File: src/hdl/tbc_pkg.sv
// Package for the transmit command A decoder: field layout, codes, types
package tbc_pkg;

  // ************************************************************
  // Command A field positions
  // ************************************************************
  localparam int IOC_BIT      = 31;
  localparam int RSV_HI_MSB   = 30;
  localparam int RSV_HI_LSB   = 26;
  localparam int ALIGN_MSB    = 25;
  localparam int ALIGN_LSB    = 24;
  localparam int OFFSET_MSB   = 20;
  localparam int OFFSET_LSB   = 16;
  localparam int RSV_LO_MSB   = 15;
  localparam int RSV_LO_LSB   = 14;
  localparam int FIRST_BIT    = 13;
  localparam int LAST_BIT     = 12;
  localparam int SIZE_MSB     = 10;
  localparam int SIZE_LSB     = 0;

  // ************************************************************
  // Widths and codes
  // ************************************************************
  localparam int SIZE_W       = 11;
  localparam int OFFSET_W     = 5;
  localparam int POS_W        = 13;
  localparam int WCNT_W       = 11;
  localparam int BYTES_PER_WD = 4;

  localparam logic [1:0] ALIGN_4  = 2'h0;
  localparam logic [1:0] ALIGN_16 = 2'h1;
  localparam logic [1:0] ALIGN_32 = 2'h2;
  localparam logic [1:0] ALIGN_RSV = 2'h3;

  // Round-up masks, in bytes, for each alignment
  localparam logic [POS_W-1:0] RND_4  = 13'h0003;
  localparam logic [POS_W-1:0] RND_16 = 13'h000F;
  localparam logic [POS_W-1:0] RND_32 = 13'h001F;

  // ************************************************************
  // Types
  // ************************************************************
  typedef enum logic [1:0] {
    ST_CMD_A = 2'b00,
    ST_CMD_B = 2'b01,
    ST_DATA  = 2'b10
  } tbc_state_e;

  typedef struct packed {
    logic                ioc;
    logic [1:0]          align;
    logic [OFFSET_W-1:0] offset;
    logic                first;
    logic                last;
    logic [SIZE_W-1:0]   size;
  } tbc_cmd_a_s;

  typedef struct packed {
    logic        valid;
    logic [31:0] data;
    logic [3:0]  be;
    logic        sop;
    logic        eop;
  } tbc_out_s;

endpackage : tbc_pkg

File: src/hdl/tbc_span.sv
// Word counts of one buffer data area from offset, size and end alignment
`timescale 1ns/1ps
`default_nettype none

module tbc_span (
  // Clock and reset
  input  wire logic                         core_clk,
  input  wire logic                         reset,
  // Command fields
  input  wire logic                         load,
  input  wire logic [tbc_pkg::OFFSET_W-1:0] offset,
  input  wire logic [tbc_pkg::SIZE_W-1:0]   size,
  input  wire logic [1:0]                   align,
  // Results
  output logic      [tbc_pkg::WCNT_W-1:0]   data_words_q,
  output logic      [tbc_pkg::WCNT_W-1:0]   total_words_q
);

  logic [tbc_pkg::POS_W-1:0] end_pos;
  logic [tbc_pkg::POS_W-1:0] rnd;
  logic [tbc_pkg::POS_W-1:0] data_bytes;
  logic [tbc_pkg::POS_W-1:0] total_bytes;

  assign end_pos = tbc_pkg::POS_W'(offset) + tbc_pkg::POS_W'(size);

  // Reserved code is undefined; it is handled like 4-byte alignment
  always_comb begin
    unique case (align)
      tbc_pkg::ALIGN_16: rnd = tbc_pkg::RND_16;
      tbc_pkg::ALIGN_32: rnd = tbc_pkg::RND_32;
      default:           rnd = tbc_pkg::RND_4;
    endcase
  end

  assign data_bytes  = (end_pos + tbc_pkg::RND_4) & ~tbc_pkg::RND_4;
  assign total_bytes = (end_pos + rnd) & ~rnd;

  always_ff @(posedge core_clk) begin
    if (reset) begin
      data_words_q  <= '0;
      total_words_q <= '0;
    end else if (load) begin
      data_words_q  <= data_bytes[tbc_pkg::POS_W-1:2];
      total_words_q <= total_bytes[tbc_pkg::POS_W-1:2];
    end
  end

endmodule : tbc_span

`default_nettype wire

File: src/hdl/tbc_decode.sv
// Transmit buffer command A decoder with offset and padding removal
//
// Functional notes
// - Buffer with completion bit set raises loaded flag after its last word.
// - Loaded flag may drive the host interrupt when the enable input is high.
// - Alignment code: 00 four, 01 sixteen, 10 thirty-two bytes; 11 reserved.
// - Padding words after the payload are dropped, never forwarded.
// - Start offset 0 to 31 bytes; bytes before it are masked off.
// - First-segment bit opens a packet and restarts assembly.
// - Last-segment bit closes the packet and ends assembly.
// - Eleven-bit size is payload byte count; with alignment sets pad words.
// - Sum of buffer sizes differing from packet length sets error flag.
`timescale 1ns/1ps
`default_nettype none

module tbc_decode (
  // Clock and reset
  input  wire logic             core_clk,
  input  wire logic             reset,
  // Incoming 32-bit words of the transmit data stream
  input  wire logic             in_valid,
  input  wire logic [31:0]      in_data,
  // Payload toward the frame assembler
  output tbc_pkg::tbc_out_s     out_q,
  // Flags and control
  input  wire logic             loaded_clear,
  input  wire logic             error_clear,
  input  wire logic             loaded_irq_en,
  output logic                  tx_buffer_loaded_flag,
  output logic                  transmit_error_flag,
  output logic                  host_irq_q
);

  // ************************************************************
  // Declarations
  // ************************************************************
  tbc_pkg::tbc_state_e            state_q;
  tbc_pkg::tbc_cmd_a_s            cmd_q;
  tbc_pkg::tbc_cmd_a_s            cmd_in;
  logic [31:0]                    cmd_b_q;
  logic [tbc_pkg::SIZE_W-1:0]     plen_q;
  logic [tbc_pkg::POS_W-1:0]      sum_q;
  logic [tbc_pkg::POS_W-1:0]      sum_now;
  logic [tbc_pkg::POS_W-1:0]      plen_now;
  logic                           open_q;
  logic [tbc_pkg::WCNT_W-1:0]     data_words;
  logic [tbc_pkg::WCNT_W-1:0]     total_words;
  logic [tbc_pkg::WCNT_W-1:0]     widx_q;
  logic [tbc_pkg::POS_W-1:0]      pos_q;
  logic [tbc_pkg::POS_W-1:0]      end_pos;
  logic [3:0]                     be;
  logic                           take_a;
  logic                           take_b;
  logic                           take_d;
  logic                           buf_done;
  logic                           is_payload;
  logic                           is_last_pl;
  logic                           cmd_b_err;
  logic                           len_err;

  // ************************************************************
  // Command field extraction
  // ************************************************************
  always_comb begin
    cmd_in.ioc    = in_data[tbc_pkg::IOC_BIT];
    cmd_in.align  = in_data[tbc_pkg::ALIGN_MSB:tbc_pkg::ALIGN_LSB];
    cmd_in.offset = in_data[tbc_pkg::OFFSET_MSB:tbc_pkg::OFFSET_LSB];
    cmd_in.first  = in_data[tbc_pkg::FIRST_BIT];
    cmd_in.last   = in_data[tbc_pkg::LAST_BIT];
    cmd_in.size   = in_data[tbc_pkg::SIZE_MSB:tbc_pkg::SIZE_LSB];
  end

  assign take_a = in_valid && (state_q == tbc_pkg::ST_CMD_A);
  assign take_b = in_valid && (state_q == tbc_pkg::ST_CMD_B);
  assign take_d = in_valid && (state_q == tbc_pkg::ST_DATA);

  // Padding words are counted against the aligned total, not the payload
  tbc_span u_span (
    .core_clk      (core_clk),
    .reset         (reset),
    .load          (take_a),
    .offset        (cmd_in.offset),
    .size          (cmd_in.size),
    .align         (cmd_in.align),
    .data_words_q  (data_words),
    .total_words_q (total_words)
  );

  // Buffer ends on the last aligned word, or at B itself if empty
  assign buf_done = (take_d && (widx_q == total_words - 1'b1)) ||
                    (take_b && (total_words == '0));
  assign is_payload = widx_q < data_words;
  assign is_last_pl = widx_q == data_words - 1'b1;
  assign end_pos    = tbc_pkg::POS_W'(cmd_q.offset) +
                      tbc_pkg::POS_W'(cmd_q.size);

  // ************************************************************
  // Sequencer
  // ************************************************************
  always_ff @(posedge core_clk) begin
    if (reset) begin
      state_q <= tbc_pkg::ST_CMD_A;
    end else begin
      unique case (state_q)
        tbc_pkg::ST_CMD_A: if (take_a) state_q <= tbc_pkg::ST_CMD_B;
        tbc_pkg::ST_CMD_B: if (take_b) begin
          state_q <= buf_done ? tbc_pkg::ST_CMD_A : tbc_pkg::ST_DATA;
        end
        tbc_pkg::ST_DATA:  if (buf_done) state_q <= tbc_pkg::ST_CMD_A;
        default:           state_q <= tbc_pkg::ST_CMD_A;
      endcase
    end
  end

  always_ff @(posedge core_clk) begin
    if (reset) begin
      cmd_q <= '0;
    end else if (take_a) begin
      cmd_q <= cmd_in;
    end
  end

  // Word index and byte position inside the buffer data area
  always_ff @(posedge core_clk) begin
    if (reset) begin
      widx_q <= '0;
      pos_q  <= '0;
    end else if (take_b) begin
      widx_q <= '0;
      pos_q  <= '0;
    end else if (take_d) begin
      widx_q <= widx_q + 1'b1;
      pos_q  <= pos_q + tbc_pkg::POS_W'(tbc_pkg::BYTES_PER_WD);
    end
  end

  // ************************************************************
  // Payload byte enables
  // ************************************************************
  always_comb begin
    for (int i = 0; i < tbc_pkg::BYTES_PER_WD; i++) begin
      be[i] = ((pos_q + tbc_pkg::POS_W'(i)) >=
               tbc_pkg::POS_W'(cmd_q.offset)) &&
              ((pos_q + tbc_pkg::POS_W'(i)) < end_pos);
    end
  end

  // Words before the offset carry no enabled byte and are still dropped
  always_ff @(posedge core_clk) begin
    if (reset) begin
      out_q <= '0;
    end else begin
      out_q.valid <= take_d && is_payload && (be != 4'h0);
      out_q.data  <= in_data;
      out_q.be    <= be;
      out_q.sop   <= cmd_q.first &&
                     (pos_q <= tbc_pkg::POS_W'(cmd_q.offset)) &&
                     (pos_q + tbc_pkg::POS_W'(tbc_pkg::BYTES_PER_WD) >
                      tbc_pkg::POS_W'(cmd_q.offset));
      out_q.eop   <= cmd_q.last && is_last_pl;
    end
  end

  // ************************************************************
  // Packet length accounting
  // ************************************************************
  assign sum_now = (cmd_q.first ? '0 : sum_q) +
                   tbc_pkg::POS_W'(cmd_q.size);

  // Command B must repeat within a packet; a middle buffer needs one open
  assign cmd_b_err = take_b && !cmd_q.first &&
                     (!open_q || (in_data != cmd_b_q));
  // An empty buffer ends at B, before the sum and length registers load
  assign plen_now  = (take_b && cmd_q.first) ? tbc_pkg::POS_W'(cmd_in.size) :
                                               tbc_pkg::POS_W'(plen_q);
  assign len_err   = buf_done && cmd_q.last &&
                     ((take_b ? sum_now : sum_q) != plen_now);

  always_ff @(posedge core_clk) begin
    if (reset) begin
      cmd_b_q <= '0;
      plen_q  <= '0;
      sum_q   <= '0;
      open_q  <= 1'b0;
    end else begin
      if (take_b) begin
        sum_q <= sum_now;
        if (cmd_q.first) begin
          cmd_b_q <= in_data;
          plen_q  <= in_data[tbc_pkg::SIZE_MSB:tbc_pkg::SIZE_LSB];
          open_q  <= 1'b1;
        end
      end
      if (buf_done && cmd_q.last) begin
        open_q <= 1'b0;
      end
    end
  end

  // ************************************************************
  // Sticky flags; a set in the clear cycle wins
  // ************************************************************
  always_ff @(posedge core_clk) begin
    if (reset) begin
      tx_buffer_loaded_flag <= 1'b0;
    end else if (buf_done && cmd_q.ioc) begin
      tx_buffer_loaded_flag <= 1'b1;
    end else if (loaded_clear) begin
      tx_buffer_loaded_flag <= 1'b0;
    end
  end

  always_ff @(posedge core_clk) begin
    if (reset) begin
      transmit_error_flag <= 1'b0;
    end else if (cmd_b_err || len_err) begin
      transmit_error_flag <= 1'b1;
    end else if (error_clear) begin
      transmit_error_flag <= 1'b0;
    end
  end

  always_ff @(posedge core_clk) begin
    if (reset) begin
      host_irq_q <= 1'b0;
    end else begin
      // Follows the flag's next value so a clear drops it at once
      host_irq_q <= loaded_irq_en &&
                    ((buf_done && cmd_q.ioc) ||
                     (tx_buffer_loaded_flag && !loaded_clear));
    end
  end

endmodule : tbc_decode

`default_nettype wire

File: config.mk
export PLATFORM = sky130hd
export DESIGN_NAME = tbc_decode
export DESIGN_NICKNAME = d
export VERILOG_FILES = /design/src/hdl/tbc_pkg.sv /design/src/hdl/tbc_span.sv /design/src/hdl/tbc_decode.sv
export SDC_FILE = /design/constraint.sdc
export NUM_CORES = 1
export LEC_CHECK = 0
export BUFFER_PORTS_ARGS = -buffer_cell sky130_fd_sc_hd__buf_2
export CORE_ASPECT_RATIO = 1.75
export CORE_MARGIN = 2
export CORE_UTILIZATION = 50
export DETAILED_ROUTE_END_ITERATION = 6
export PLACE_DENSITY_LB_ADDON = 0.12
export SLEW_MARGIN = 5
export SYNTH_ARGS = -nofsm -noshare
export SYNTH_HDL_FRONTEND = slang
export SYNTH_SLANG_ARGS = --single-unit
File: constraint.sdc
create_clock -name core_clk -period 3.83 [get_ports core_clk]
set_input_delay 0.766 -clock core_clk [delete_from_list [all_inputs] [get_ports core_clk]]
set_output_delay 0.766 -clock core_clk [all_outputs]
set_load 0.01 [all_outputs]
==> reports/qor.yml <==
fp.dieW_um: 107
fmax_mhz: 284
cp_slowest_stage_delay_ps: 400
overflow: 0
num_rows: 65
drive_gt1_share_pct: 12.3
ys_seq_elements: 153
path_buf_inv: 0
hpwlAfterDp_um: 18900
clkSinkCount: 153
grt_pass1_wl_um: 40700
path_max_fanout: 3
synth_edf_count: 0
synthToLayoutAreaGrowth_pct: 12.6
cts_buffers: 17
firstDrtPassIters: 4
r2r_slack_ps: 300
yosysUniqueCellTypes: 77
wl_per_cell_um: 17.2
p_leak_nw: 4.33
cts_max_level: 4
drc_errors: 0
gp_congestion: 0.873
clockRootBuffer: "clkbuf_16"
hp-class: "flop to flop"
core_area_sq_um: 18100
cp.arrival_ps: 3870
grt_usage_pct: 26.6
dpl.cell_count: 1425
endpoint_kind: "flop"
cts_max_path_buffers: 2
required_ps: 4180
die_h_um: 184
die-area_sq_um: 19700
setup_violations: 0
yosysTopAreaCell: "dfxtp_1"
hold_end: "cmd_b_q[24]"
power.density_nw_per_um2: 420
synth_nets: 1257
ant_nets: 0
io_pins: 80
slowest_stage: "fa_1"
portBuffers: 79
nets: 1310
slew-limit-headroom_pct: 42.3
tightest_slew_ps: 865
clkTransAtPathRegs_ps: 60
synth_ff_type: "dfxtp_1"
timing.critical_path.mode_cell: "a21o_1"
grt_max_degree: 69
worstSkewPairLatency_ps: 440
rr_endpoint: "out_q[38]"
netlist.area_leader.share_pct: 33.1
avgSynthCellArea_sq_um: 8.00
via_count: 8310
cap_violations: 0
hold_viol: 0
synthTopCellsByArea: "dfxtp_1, ha_1, xor2_1"
hold_path_depth: 2
drv_slew: 0
r2r.worst_path.cells: 16
vias_per_cell: 5.70
netlist_instances: 1158
finalSetupTns_ps: 0
cts_tree: "built"
wirelength_um: 25100
syn_area_sq_um: 9260
start_util_pct: 51.1
async_flop_share_pct: 0
fin_crit_ps: 3530
fin_util_pct: 57.5
period_share_pct: 92.0
skew_ps: 8.71
crit_family: "compound AO/OA/AOI/OAI gates"
drtIter0Drc: 310
startpoint_type: "flop"
hp-start: "cmd_b_q[24]"
yosys-top-cells-count: "nand2_1, dfxtp_1, a21oi_1"
status: "complete, no violations"
vdd.ir_drop.worst_mv: 0.329
r2r-start: "cmd_q[0]"
grt_pass1_vias: 8007
ys_warn_count: 0
path_cells: "ha_1 -> fa_1 -> a21o_1 -> a21oi_2 -> nor2b_1 -> o21ai_0 -> xor2_1 -> ha_1 -> a21o_1 -> a21o_1 -> a21o_1 -> a21oi_1 -> o21ai_1 -> a211o_1 -> and2_1 -> a311oi_1"
final_cell_count_no_fill: 1458
cts_hold_buf: 0
yosysSeqAreaShare_pct: 33.1
antenna_found_initial: 1
critPathKind: "flop to flop"
synth.most_common_cell: "nand2_1"
## cell usage in the layout (no fill, tap or decap), drive strengths merged, types with 6 or more instances in the layout
| master | Yosys | routed |
|---|---|---|
| nor4 | 17 | 17 |
| and2 | 9 | 9 |
| a21oi | 112 | 112 |
| a211oi | 12 | 12 |
| clkbuf | 45 | 17 |
| o21ai | 34 | 34 |
| a21o | 11 | 11 |
| nand4 | 17 | 17 |
| nor3 | 30 | 30 |
| nand2b | 7 | 7 |
| nor2 | 95 | 95 |
| mux2i | 10 | 10 |
| and3 | 12 | 12 |
| a31oi | 12 | 12 |
| inv | 39 | 44 |
| buf | 18 | 97 |
| o211ai | 8 | 8 |
| or3 | 14 | 14 |
| nand2 | 158 | 158 |
| dfxtp | 153 | 153 |
| xnor2 | 42 | 42 |
| xor2 | 76 | 76 |
| nand3 | 35 | 35 |
| a41oi | 7 | 7 |
| nand3b | 7 | 7 |
| o31ai | 6 | 6 |
| nor2b | 45 | 45 |
| o21a | 9 | 9 |
| ha | 58 | 58 |
## area by class of cell
| type | count | area [sq um] |
|---|---|---|
| antenna | 1 | 2.50 |
| clock buffer | 17 | 425 |
| clock inverter | 14 | 164 |
| fill | 1749 | 7710 |
| inverter | 39 | 146 |
| multi-input combinational | 903 | 5800 |
| sequential | 153 | 3060 |
| tap | 234 | 293 |
| timing repair buffer | 97 | 533 |
## through the flow
step / area [sq um] / setup slack (ps) / power (W) / hold slack (ps)
final: 10400 / 305 / 0.00438 / 466
after global routing: 10400 / -2.99 / 0.00459 / 488
after CTS: 10400 / 192 / 0.00442 / 467
after detailed placement: 9830 / 76.4 / 0.00270 / 458
after global placement: 9830 / 136 / 0.00269 / 453
after floorplan: 9260 / 513 / 0.00245 / 448
## power by group
group / internal, W / leakage, nW / switching (W) / total [W]
logic: 0.000373 / 2.80 / 0.000559 / 0.000933
registers: 0.00167 / 1.25 / 0.0000730 / 0.00174
clock network: 0.000971 / 0.284 / 0.000734 / 0.00171
total: 0.00301 / 4.33 / 0.00137 / 0.00438
## registers in the layout, summed over array words and instances (netlist names)
name and cells:
out_q 39, cmd_b_q 32, cmd_q 19, sum_q 13
pos_q 11, u_span.data_words_q 11, u_span.total_words_q 11, widx_q 11
state_q 2, host_irq_q 1, open_q 1, transmit_error_flag 1
tx_buffer_loaded_flag 1
## worst max path at each step
| stage | from | end | slack (ps) | cells after the start |
|---|---|---|---|---|
| 2_1_floorplan | cmd_q[0] | out_q[38] | 510 | 16 |
| 3_3_place_gp | in_data[0] | u_span.total_words_q[8] | 140 | 14 |
| 3_5_place_dp | in_data[0] | u_span.total_words_q[8] | 80 | 14 |
| 4_1_cts | cmd_q[0] | out_q[38] | 190 | 16 |
| 5_1_grt | cmd_q[13] | out_q[38] | -3 | 16 |
| 6_report | cmd_q[0] | out_q[38] | 300 | 16 |
## logic make-up (layout without fill, tap and decap cells)
logic type / after synthesis / after routing / share of synthesized area, %
AOI/OAI and AO/OA: 255 / 255 / 17.8
muxes: 10 / 10 / 1.08
and+or+nand+nor: 459 / 459 / 23.9
buffers and inverters: 102 / 167 / 4.40
xor gates and xnor gates: 118 / 118 / 11.3
adders and majority gates: 61 / 61 / 8.48
other: 0 / 1 / 0
DFF: 153 / 153 / 33.1
## worst min-delay path, delay by kind of cell (launching register included)
| family | cells | cell delay [ps] |
|---|---|---|
| AOI/OAI and AO/OA | 1 | 50 |
| and+or+nand+nor | 1 | 50 |
| DFF | 1 | 320 |
## routing by layer
metal  part of all wire (%)  routed length (um)  GRT usage [%]
met5                      0                   0              0
met4                    5.1                1290           16.6
met3                    2.8                 709           3.62
met2                     53               13400           48.3
met1                     39                9700           28.5
## repair_timing
item | in CTS | in global routing
setup buffers | 0 | 1
endpoints found under the hold margin | 0 | 0
resized for setup | 0 | 2
endpoints found under the setup margin | 0 | 1
Note: power is estimated with default switching activity, not from simulation.
